**src/dff_pkg.sv**
```systemverilog
// Shared constants of the dual FIFO read port and flag block.
// Assumes a 32-bit APB slave at byte offsets below and 9-bit banks.
package dff_pkg;

  // ------
  // Sizes
  // ------
  localparam int DATA_W    = 9;
  localparam int DEPTH     = 256;
  localparam int NUM_BANKS = 2;

  // ------
  // Register map (byte offsets)
  // ------
  localparam logic [7:0] OFS_AE_OFFSET   = 8'h00;
  localparam logic [7:0] OFS_AF_OFFSET   = 8'h04;
  localparam logic [7:0] OFS_BANK_STRIDE = 8'h08;
  localparam logic [7:0] OFS_FLAGS       = 8'h10;
  localparam logic [7:0] OFS_COUNT       = 8'h14;
  localparam logic [7:0] OFS_IRQ_STATUS  = 8'h18;
  localparam logic [7:0] OFS_IRQ_MASK    = 8'h1C;

  // ------
  // Field layouts and reset values
  // ------
  localparam int RST_AE_OFFSET   = 7;
  localparam int RST_AF_OFFSET   = 7;
  localparam int FLAG_BANK_SHIFT = 8;
  localparam int FLAG_EMPTY      = 0;
  localparam int FLAG_AEMPTY     = 1;
  localparam int FLAG_AFULL      = 2;
  localparam int FLAG_FULL       = 3;
  localparam int FLAG_TWO_WEN    = 4;
  localparam int COUNT_SHIFT     = 16;
  localparam int EV_PER_BANK     = 4;
  localparam int EV_EMPTY        = 0;
  localparam int EV_AEMPTY       = 1;
  localparam int EV_AFULL        = 2;
  localparam int EV_FULL         = 3;
  localparam logic [7:0] RST_IRQ_MASK = 8'h00;

  // ------
  // Positions in the synchronised pin vector of one bank
  // ------
  localparam int SB_RST   = 0;
  localparam int SB_WCLK  = 1;
  localparam int SB_WEN1  = 2;
  localparam int SB_WEN2  = 3;
  localparam int SB_RCLK  = 4;
  localparam int SB_REN1  = 5;
  localparam int SB_REN2  = 6;
  localparam int SB_OE    = 7;
  localparam int SB_WDATA = 8;
  localparam int SYNC_W   = SB_WDATA + DATA_W;

endpackage

```
**src/dff_mem_if.sv**
```systemverilog
// Storage port between a bank's control logic and its memory.
// Assumes one clock domain on both sides.
`timescale 1ns/1ps
interface dff_mem_if #(
  parameter int AW = 8,
  parameter int DW = 9
);
  logic          wr_en;
  logic [AW-1:0] wr_addr;
  logic [DW-1:0] wr_data;
  logic          rd_en;
  logic [AW-1:0] rd_addr;
  logic [DW-1:0] rd_data;

  modport ctrl (output wr_en, wr_addr, wr_data, rd_en, rd_addr,
                input  rd_data);
  modport mem  (input  wr_en, wr_addr, wr_data, rd_en, rd_addr,
                output rd_data);
endinterface

```
**src/dff_read_port.sv**
```systemverilog
// Read port and flag logic of two independent 9-bit FIFO banks.
// Assumes all bank pins are asynchronous to CORE_CLK.
//
// Contract
// - Each bank drives its own 9-bit read data bus.
// - Both read enables low reads one word per read clock rise.
// - A read while the empty flag is low is ignored.
// - Output enable low drives data pins; high releases them.
// - Empty flag low when no word stored, high otherwise.
// - Empty flag changes only at read clock rises.
// - Almost-empty flag low when count within offset; offset resets to 7.
// - Almost-empty flag changes only at read clock rises.
// - Almost-full flag low when free space within offset; resets to 7.
// - Almost-full flag changes only at write clock rises.
// - Full flag low when every location used, high otherwise.
// - Full flag changes only at write clock rises.
// - Bank reset zeroes pointers, full flags high, empty flags low.
// - First write enable low writes on write clock rise unless full.
// - Dual-purpose pin sampled at reset picks write enable or offset load.
`timescale 1ns/1ps
module dff_read_port #(
  parameter int DEPTH = dff_pkg::DEPTH
) (
  // Core clock and reset
  input  wire logic        CORE_CLK,
  input  wire logic        RSTN,
  // APB slave
  input  wire logic        PSEL,
  input  wire logic        PENABLE,
  input  wire logic        PWRITE,
  input  wire logic [7:0]  PADDR,
  input  wire logic [31:0] PWDATA,
  output logic             PREADY,
  output logic [31:0]      PRDATA,
  output logic             PSLVERR,
  output logic             IRQ,
  // Bank A pins
  input  wire logic        BANK_RESET_A_N,
  input  wire logic        WRITE_CLOCK_BANK_A,
  input  wire logic        WRITE_ENABLE_FIRST_BANK_A_N,
  input  wire logic        SECOND_WRITE_ENABLE_OR_OFFSET_LOAD_A,
  input  wire logic [8:0]  WRITE_DATA_BANK_A,
  input  wire logic        READ_CLOCK_BANK_A,
  input  wire logic        READ_ENABLE_FIRST_BANK_A_N,
  input  wire logic        READ_ENABLE_SECOND_BANK_A_N,
  input  wire logic        OUTPUT_DRIVE_ENABLE_A_N,
  output logic [8:0]       READ_DATA_BANK_A,
  output logic             READ_DATA_BANK_A_OE,
  output logic             EMPTY_FLAG_A_N,
  output logic             ALMOST_EMPTY_FLAG_A_N,
  output logic             ALMOST_FULL_FLAG_A_N,
  output logic             FULL_FLAG_A_N,
  // Bank B pins
  input  wire logic        BANK_RESET_B_N,
  input  wire logic        WRITE_CLOCK_BANK_B,
  input  wire logic        WRITE_ENABLE_FIRST_BANK_B_N,
  input  wire logic        SECOND_WRITE_ENABLE_OR_OFFSET_LOAD_B,
  input  wire logic [8:0]  WRITE_DATA_BANK_B,
  input  wire logic        READ_CLOCK_BANK_B,
  input  wire logic        READ_ENABLE_FIRST_BANK_B_N,
  input  wire logic        READ_ENABLE_SECOND_BANK_B_N,
  input  wire logic        OUTPUT_DRIVE_ENABLE_B_N,
  output logic [8:0]       READ_DATA_BANK_B,
  output logic             READ_DATA_BANK_B_OE,
  output logic             EMPTY_FLAG_B_N,
  output logic             ALMOST_EMPTY_FLAG_B_N,
  output logic             ALMOST_FULL_FLAG_B_N,
  output logic             FULL_FLAG_B_N
);
  localparam int NB = dff_pkg::NUM_BANKS;
  localparam int DW = dff_pkg::DATA_W;
  localparam int SW = dff_pkg::SYNC_W;
  localparam int AW = $clog2(DEPTH);
  localparam int CW = AW + 1;
  localparam int EW = NB * dff_pkg::EV_PER_BANK;
  localparam logic [CW-1:0] FULL_COUNT = CW'(DEPTH);

  // ------
  // Pin packing
  // ------
  logic [NB-1:0][SW-1:0] raw;
  logic [NB-1:0][DW-1:0] q;
  logic [NB-1:0]         q_oe;
  logic [NB-1:0]         ef_n;
  logic [NB-1:0]         pae_n;
  logic [NB-1:0]         paf_n;
  logic [NB-1:0]         ff_n;
  logic [NB-1:0]         two_wen;
  logic [NB-1:0][CW-1:0] count;
  logic [NB-1:0][CW-1:0] ae_ofs;
  logic [NB-1:0][CW-1:0] af_ofs;
  logic [NB-1:0][dff_pkg::EV_PER_BANK-1:0] evt;

  assign raw[0] = {WRITE_DATA_BANK_A, OUTPUT_DRIVE_ENABLE_A_N,
                   READ_ENABLE_SECOND_BANK_A_N,
                   READ_ENABLE_FIRST_BANK_A_N, READ_CLOCK_BANK_A,
                   SECOND_WRITE_ENABLE_OR_OFFSET_LOAD_A,
                   WRITE_ENABLE_FIRST_BANK_A_N, WRITE_CLOCK_BANK_A,
                   BANK_RESET_A_N};
  assign raw[1] = {WRITE_DATA_BANK_B, OUTPUT_DRIVE_ENABLE_B_N,
                   READ_ENABLE_SECOND_BANK_B_N,
                   READ_ENABLE_FIRST_BANK_B_N, READ_CLOCK_BANK_B,
                   SECOND_WRITE_ENABLE_OR_OFFSET_LOAD_B,
                   WRITE_ENABLE_FIRST_BANK_B_N, WRITE_CLOCK_BANK_B,
                   BANK_RESET_B_N};

  assign READ_DATA_BANK_A      = q[0];
  assign READ_DATA_BANK_B      = q[1];
  assign READ_DATA_BANK_A_OE   = q_oe[0];
  assign READ_DATA_BANK_B_OE   = q_oe[1];
  assign EMPTY_FLAG_A_N        = ef_n[0];
  assign EMPTY_FLAG_B_N        = ef_n[1];
  assign ALMOST_EMPTY_FLAG_A_N = pae_n[0];
  assign ALMOST_EMPTY_FLAG_B_N = pae_n[1];
  assign ALMOST_FULL_FLAG_A_N  = paf_n[0];
  assign ALMOST_FULL_FLAG_B_N  = paf_n[1];
  assign FULL_FLAG_A_N         = ff_n[0];
  assign FULL_FLAG_B_N         = ff_n[1];

  // ------
  // APB decode
  // ------
  logic apb_wr;
  logic mapped;

  assign PREADY = 1'b1;
  assign apb_wr = PSEL & PENABLE & PWRITE & mapped;

  // ------
  // Banks
  // ------
  for (genvar b = 0; b < NB; b++) begin : g_bank
    localparam logic [7:0] AE_ADDR = dff_pkg::OFS_AE_OFFSET
                                   + 8'(b) * dff_pkg::OFS_BANK_STRIDE;
    localparam logic [7:0] AF_ADDR = dff_pkg::OFS_AF_OFFSET
                                   + 8'(b) * dff_pkg::OFS_BANK_STRIDE;
    logic [SW-1:0] s;
    logic          rclk_q;
    logic          wclk_q;
    logic          rclk_rise;
    logic          wclk_rise;
    logic          bank_rst;
    logic          wr_ok;
    logic          rd_ok;
    logic          ld_op;
    logic          ld_sel;
    logic [AW-1:0] wp;
    logic [AW-1:0] rp;
    logic [CW-1:0] next_count;
    logic          next_ae_n;
    logic          next_af_n;

    dff_sync #(.WIDTH(SW)) u_sync (
      .clk   (CORE_CLK),
      .din   (raw[b]),
      .dout  (s)
    );

    always_ff @(posedge CORE_CLK) begin
      rclk_q <= s[dff_pkg::SB_RCLK];
      wclk_q <= s[dff_pkg::SB_WCLK];
    end

    assign rclk_rise = s[dff_pkg::SB_RCLK] & ~rclk_q;
    assign wclk_rise = s[dff_pkg::SB_WCLK] & ~wclk_q;
    assign bank_rst  = ~RSTN | ~s[dff_pkg::SB_RST];

    // Strap follows the pin all through reset, frozen at release
    always_ff @(posedge CORE_CLK) begin
      if (bank_rst) begin
        two_wen[b] <= s[dff_pkg::SB_WEN2];
      end
    end

    // A low second pin means an offset load in load mode and a
    // blocked write in two-enable mode, so one write term serves both
    assign wr_ok = wclk_rise & ~s[dff_pkg::SB_WEN1]
                 & s[dff_pkg::SB_WEN2] & ff_n[b];
    assign ld_op = wclk_rise & ~s[dff_pkg::SB_WEN1]
                 & ~s[dff_pkg::SB_WEN2] & ~two_wen[b];
    assign rd_ok = rclk_rise & ~s[dff_pkg::SB_REN1]
                 & ~s[dff_pkg::SB_REN2] & ef_n[b];

    assign next_count = count[b] + CW'(wr_ok) - CW'(rd_ok);
    assign next_ae_n  = next_count > ae_ofs[b];
    assign next_af_n  = next_count < (FULL_COUNT - af_ofs[b]);

    always_ff @(posedge CORE_CLK) begin
      if (bank_rst) begin
        wp       <= '0;
        rp       <= '0;
        count[b] <= '0;
      end else begin
        wp       <= wp + AW'(wr_ok);
        rp       <= rp + AW'(rd_ok);
        count[b] <= next_count;
      end
    end

    // Empty side flags move on read clock rises only
    always_ff @(posedge CORE_CLK) begin
      if (bank_rst) begin
        ef_n[b]  <= 1'b0;
        pae_n[b] <= 1'b0;
      end else if (rclk_rise) begin
        ef_n[b]  <= next_count != '0;
        pae_n[b] <= next_ae_n;
      end
    end

    // Full side flags move on write clock rises only
    always_ff @(posedge CORE_CLK) begin
      if (bank_rst) begin
        ff_n[b]  <= 1'b1;
        paf_n[b] <= 1'b1;
      end else if (wclk_rise) begin
        ff_n[b]  <= next_count != FULL_COUNT;
        paf_n[b] <= next_af_n;
      end
    end

    // Pin loads alternate empty offset then full offset
    always_ff @(posedge CORE_CLK) begin
      if (bank_rst) begin
        ae_ofs[b] <= CW'(dff_pkg::RST_AE_OFFSET);
        af_ofs[b] <= CW'(dff_pkg::RST_AF_OFFSET);
        ld_sel    <= 1'b0;
      end else begin
        if (ld_op) begin
          ld_sel <= ~ld_sel;
        end
        if (ld_op && !ld_sel) begin
          ae_ofs[b] <= CW'(s[dff_pkg::SB_WDATA +: DW]);
        end else if (apb_wr && PADDR == AE_ADDR) begin
          ae_ofs[b] <= PWDATA[CW-1:0];
        end
        if (ld_op && ld_sel) begin
          af_ofs[b] <= CW'(s[dff_pkg::SB_WDATA +: DW]);
        end else if (apb_wr && PADDR == AF_ADDR) begin
          af_ofs[b] <= PWDATA[CW-1:0];
        end
      end
    end

    assign evt[b][dff_pkg::EV_EMPTY]  = ~bank_rst & rclk_rise & ef_n[b]
                                      & (next_count == '0);
    assign evt[b][dff_pkg::EV_AEMPTY] = ~bank_rst & rclk_rise & pae_n[b]
                                      & ~next_ae_n;
    assign evt[b][dff_pkg::EV_AFULL]  = ~bank_rst & wclk_rise & paf_n[b]
                                      & ~next_af_n;
    assign evt[b][dff_pkg::EV_FULL]   = ~bank_rst & wclk_rise & ff_n[b]
                                      & (next_count == FULL_COUNT);

    dff_mem_if #(.AW(AW), .DW(DW)) mif ();

    assign mif.wr_en   = wr_ok;
    assign mif.wr_addr = wp;
    assign mif.wr_data = s[dff_pkg::SB_WDATA +: DW];
    assign mif.rd_en   = rd_ok;
    assign mif.rd_addr = rp;
    assign q[b]        = mif.rd_data;
    assign q_oe[b]     = ~s[dff_pkg::SB_OE];

    dff_mem #(.AW(AW), .DW(DW)) u_mem (
      .clk   (CORE_CLK),
      .rst_n (RSTN),
      .port  (mif.mem)
    );
  end

  // ------
  // Interrupts
  // ------
  logic [EW-1:0] irq_status;
  logic [EW-1:0] irq_mask;
  logic [EW-1:0] irq_clr;

  assign irq_clr = (apb_wr && PADDR == dff_pkg::OFS_IRQ_STATUS)
                 ? PWDATA[EW-1:0] : '0;

  // Set beats a clear landing in the same cycle
  always_ff @(posedge CORE_CLK) begin
    if (!RSTN) begin
      irq_status <= '0;
    end else begin
      irq_status <= (irq_status & ~irq_clr) | evt;
    end
  end

  always_ff @(posedge CORE_CLK) begin
    if (!RSTN) begin
      irq_mask <= dff_pkg::RST_IRQ_MASK;
    end else if (apb_wr && PADDR == dff_pkg::OFS_IRQ_MASK) begin
      irq_mask <= PWDATA[EW-1:0];
    end
  end

  assign IRQ = |(irq_status & irq_mask);

  // ------
  // Read mux, captured in the setup phase for a zero-wait answer
  // ------
  logic [31:0] rd_val;

  always_comb begin
    rd_val = '0;
    mapped = 1'b1;
    unique case (PADDR)
      dff_pkg::OFS_AE_OFFSET: rd_val[CW-1:0] = ae_ofs[0];
      dff_pkg::OFS_AF_OFFSET: rd_val[CW-1:0] = af_ofs[0];
      dff_pkg::OFS_AE_OFFSET + dff_pkg::OFS_BANK_STRIDE:
        rd_val[CW-1:0] = ae_ofs[1];
      dff_pkg::OFS_AF_OFFSET + dff_pkg::OFS_BANK_STRIDE:
        rd_val[CW-1:0] = af_ofs[1];
      dff_pkg::OFS_FLAGS: begin
        for (int i = 0; i < NB; i++) begin
          rd_val[i*dff_pkg::FLAG_BANK_SHIFT + dff_pkg::FLAG_EMPTY]
            = ef_n[i];
          rd_val[i*dff_pkg::FLAG_BANK_SHIFT + dff_pkg::FLAG_AEMPTY]
            = pae_n[i];
          rd_val[i*dff_pkg::FLAG_BANK_SHIFT + dff_pkg::FLAG_AFULL]
            = paf_n[i];
          rd_val[i*dff_pkg::FLAG_BANK_SHIFT + dff_pkg::FLAG_FULL]
            = ff_n[i];
          rd_val[i*dff_pkg::FLAG_BANK_SHIFT + dff_pkg::FLAG_TWO_WEN]
            = two_wen[i];
        end
      end
      dff_pkg::OFS_COUNT: begin
        for (int i = 0; i < NB; i++) begin
          rd_val[i*dff_pkg::COUNT_SHIFT +: CW] = count[i];
        end
      end
      dff_pkg::OFS_IRQ_STATUS: rd_val[EW-1:0] = irq_status;
      dff_pkg::OFS_IRQ_MASK:   rd_val[EW-1:0] = irq_mask;
      default:                 mapped = 1'b0;
    endcase
  end

  always_ff @(posedge CORE_CLK) begin
    if (!RSTN) begin
      PRDATA  <= '0;
      PSLVERR <= 1'b0;
    end else if (PSEL && !PENABLE) begin
      PRDATA  <= PWRITE ? 32'h0000_0000 : rd_val;
      PSLVERR <= ~mapped;
    end
  end
endmodule

```
**src/dff_sync.sv**
```systemverilog
// Two-flop synchroniser for a vector of independent pin levels.
// Assumes each bit is a level held over several core clocks.
`timescale 1ns/1ps
module dff_sync #(
  parameter int WIDTH = 1
) (
  input  wire logic             clk,
  input  wire logic [WIDTH-1:0] din,
  output logic      [WIDTH-1:0] dout
);
  logic [WIDTH-1:0] meta;

  // No reset: pins read true while the core resets
  always_ff @(posedge clk) begin
    meta <= din;
    dout <= meta;
  end
endmodule

```
**src/dff_mem.sv**
```systemverilog
// Storage array of one bank with a registered read port.
// Assumes the controller never reads and writes one word at once.
`timescale 1ns/1ps
module dff_mem #(
  parameter int AW = 8,
  parameter int DW = 9
) (
  input  wire logic clk,
  input  wire logic rst_n,
  dff_mem_if.mem    port
);
  logic [DW-1:0] store [2**AW];

  always_ff @(posedge clk) begin
    if (port.wr_en) begin
      store[port.wr_addr] <= port.wr_data;
    end
  end

  // Read register holds the last word between reads
  always_ff @(posedge clk) begin
    if (!rst_n) begin
      port.rd_data <= '0;
    end else if (port.rd_en) begin
      port.rd_data <= store[port.rd_addr];
    end
  end
endmodule

```
**config.mk**
```make
export PLATFORM = sky130hd
export DESIGN_NAME = dff_read_port
export DESIGN_NICKNAME = d
export VERILOG_FILES = /design/src/dff_pkg.sv /design/src/dff_mem_if.sv /design/src/dff_read_port.sv /design/src/dff_sync.sv /design/src/dff_mem.sv
export SDC_FILE = /design/constraint.sdc
export NUM_CORES = 2
export LEC_CHECK = 0
export BUFFER_PORTS_ARGS = -buffer_cell sky130_fd_sc_hd__clkbuf_2
export CORE_MARGIN = 2
export CORE_UTILIZATION = 35
export DETAILED_ROUTE_END_ITERATION = 12
export PLACE_DENSITY = 0.54
export SLEW_MARGIN = 10
export SYNTH_ARGS = -nofsm -noshare
export SYNTH_HDL_FRONTEND = slang
export SYNTH_MEMORY_MAX_BITS = 65536
export SYNTH_SLANG_ARGS = --single-unit
```
**constraint.sdc**
```tcl
create_clock -name CORE_CLK -period 5.45 [get_ports CORE_CLK]
set_input_delay 0.8175 -clock CORE_CLK [delete_from_list [all_inputs] [get_ports CORE_CLK]]
set_output_delay 0.8175 -clock CORE_CLK [all_outputs]
set_load 0.01 [all_outputs]
```
==> results.md <==
- Status: complete, no violations
- Total grt overflow: 0
- Drt first pass iters: 7
- Final Instance Area: 216000 µm²
- Nets: 9832
- CP peak stage delay: 0.46 ns
- Tcrit/Tclk final: 86.6%
- Final max-slew violation count: 0
- Max-Cap Viols: 0
- Main combinational cell family by area after synthesis: multiplexers
- Setup-failing EPs final: 0
- R2R depth: 20
- Most frequent CP cell: nor2_1
- Syn_area_per_cell: 20.3 µm²
- Layout cell share with drive strength beyond 1: 22.6%
- Core area: 536000 µm²
- Critical path buffers and inverters: 2
- Drt initial violations: 10872
- Netlist Area Pre-Place: 188000 µm²
- Startpoint types: flip-flop
- CTS Buf Count: 528
- Rows: 269
- Total GRT Usage: 18.4%
- Peak VDD IR: 0.000326 V
- Clk slew on worst S/H paths: 0.06 ns
- Final Critical Period: 4.72 ns
- Mapped Cells: 9290
- Fraction of registers with async set/reset: 0%
- CTS Sinks: 4835
- P_leak: 64.9 nW
- Vias in the first global route: 95909
- Die width: 738 µm
- First-pass GRT wire length: 725000 µm
- XOR/XNOR Fraction of Synth Area: 0.270%
- Remaining antenna violation count: 0
- RSZ-0062 raised after global routing: no
- Area delta synth->final: 14.6%
- CP Max Fanout: 6
- Post-synthesis sequential area ratio: 75.9%
- DR WL/cell: 29.7 µm
- Critical Path Stages: 20
- Initial Utilization: 35.1%
- GP Congestion: 0.823
- R2r setup slk: 0.73 ns
- Reg area: 143000 µm²
- DP Area: 198000 µm²
- Crit Path Class: reg2reg
- DIE AREA: 544000 µm²
- CTS Root Cell: clkbuf_16
- Area contributors post-synth: edfxtp_1 74%, mux4_2 13%, mux2i_1 2.9%
- Worst EP required: 6.38 ns
- #FFs+latches synth: 4835
- Largest net degree at the start of global routing: 192
- Die height: 738 µm
- Total number of vias: 94978
- Setup TNS Final: 0 ns
- Multi-input logic area: 42400 µm²
- Simple-gate portion of the synthesized area: 2.76%
- Post-synth EDFFs: 4610
- Adder-Cell Fraction of Synth Area: 0.383%
- Commonest cells in the netlist: 4610 x edfxtp_1, 1071 x mux4_2, 699 x nor2_1
- Ys flop type: edfxtp_1
- PwrDens: 359 nW/µm²
- Slew at the pin closest to its max-slew limit: 1.23 ns
- CTS tree: done
- Multiplexer share of the synthesized area: 15.7%
- Residual DRC count: 0
- Worst hold path stage count: 3
- Top cell type's share of synthesized area: 73.5%
- Count leader, synth: edfxtp_1
- Fmax: 212 MHz
- IO Port Bufs: 107
- WL final: 513000 µm
- HPWL after DPL: 315000 µm
- Synth area leader: edfxtp_1
- Worst hold path class: in2reg
- Worst Path Arrival: 5.65 ns
- Post-DR vias/cell: 5.49
- Synthesis warning total: 0
- Crit path max-delay family: adder cells
- Worst skew pair latency: 1.09 ns
- Fillers: 47278
- H-tree Lvls: 6
- Clock buffer depth: 4
- Worst setup EP type: flip-flop
- Critical-path cell list: nand2b_1 > nor2_1 > nand3_1 > buf_4 > xnor2_1 > ha_1 > fa_1 > a211oi_1 > nor2_1 > o21a_1 > nor2_1 > xor2_1 > inv_1 > ha_1 > nand4_1 > nor2_1 > o2bb2ai_1 > maj3_1 > maj3_1 > a41o_1
- Slowest cell on crit path: fa_1
- Clk_skew: 0.136 ns
- # IOs: 142
- Slew HR: 17.8%
- Netlist cell types: 81
- Initial antenna violation count: 25
- Post-synthesis compound-gate area fraction: 3.31%
- Hold Vio Cnt, Final: 0
## worst min-delay path, stage by stage
cell and delay, ns:
clkbuf_2 0.11, mux2i_1 0.13, a211oi_1 0.08
## power by group
part / switching (mW) / total (mW) / internal (mW)
logic: 0.673 / 0.847 / 0.173
registers: 0.181 / 40.9 / 40.7
clock network: 15.3 / 35.8 / 20.5
## worst paths after layout
kind,end,start
max reg2reg,irq_status[1]$_SDFF_PN0_,g_bank[0].wclk_q$_DFF_P_
min reg2reg,g_bank[1].u_sync.dout[15]$_DFF_P_,g_bank[1].u_sync.meta[15]$_DFF_P_
min,ae_ofs[17]$_SDFFE_PP0P_,PWDATA[8]
max,irq_status[1]$_SDFF_PN0_,g_bank[0].wclk_q$_DFF_P_
## area by class of cell
class / count / share of cell area (%)
sequential: 4835 / 66.2
clock inverter: 300 / 1.70
multi-input combinational: 3842 / 19.7
timing repair buffer: 418 / 1.71
inverter: 74 / 0.138
antenna: 13 / 0.0151
tap: 7181 / 4.16
clock buffer: 642 / 6.37
## per-layer routing
| metal | track usage (%) | up-vias | share of wire [%] |
|---|---|---|---|
| met5 | 0 | - | 0 |
| met4 | 4.75 | 0 | 2.7 |
| met3 | 3.27 | 756 | 7.6 |
| met2 | 29.3 | 3845 | 47 |
| met1 | 26.2 | 51043 | 43 |
| li1 | - | 39334 | - |
## sequential cells by signal (all words and copies together), names as in the netlist, 2 cells and up
name and cells:
g_bank.u_mem.store 4608, g_bank.u_sync.dout 34, g_bank.u_sync.meta 34, PRDATA 22, ae_ofs 18, af_ofs 18, count 18, g_bank.u_mem.port.rd_data 18
g_bank.mif.rd_addr 16, g_bank.mif.wr_addr 16, irq_mask 8, irq_status 8, g_bank.ld_sel 2, g_bank.rclk_q 2, g_bank.wclk_q 2, two_wen 2
## metrics by stage
stage          std cells  worst slack, ns  power [mW]  hold WS (ns)  utilization (%)
5_1_grt            17293            0.533        79.7         0.145             40.2
2_1_floorplan       9299             1.07        42.1         0.310                -
4_1_cts            17292            0.799        78.2        0.0621             40.2
6_report           17305            0.730        77.5         0.151             40.2
3_5_place_dp       16316            0.855        42.5         0.313             36.9
3_3_place_gp       16316            0.695        42.4         0.310             36.9
## kinds of logic (layout without fill, tap and decap cells)
group / after synthesis / in the layout
AOI/OAI and AO/OA: 883 / 883
xor gates and xnor gates: 58 / 58
other: 2 / 24
adders and majority gates: 57 / 57
DFF: 4835 / 4835
and+or+nand+nor: 1213 / 1213
buffers and inverters: 622 / 1434
muxes: 1620 / 1620
## timing repair
action / CTS / global route
buffers inserted: 0 / 0
hold buffers: 34 / 0
hold endpoints to repair: 34 / 0
gates resized for setup: 0 / 0
endpoints found under the setup margin: 0 / 0
## cell usage in the layout (no fill, tap or decap), drive strengths merged, types with 23 or more instances in the layout
master	count
nand2	209
inv	100
bufinv	47
nor3	61
a31oi	24
xor2	25
and3	28
mux4	1071
nor2	699
dlygate4sd3	34
ha	52
nand3	77
clkinv	217
o22ai	128
edfxtp	4610
buf	278
mux2i	540
xnor2	33
a21o	24
o221ai	199
a21oi	159
and2	23
nor2b	51
a22oi	60
dfxtp	225
clkbuf	748
o21ai	91
a211oi	48
(Power assumes the default switching activity.)
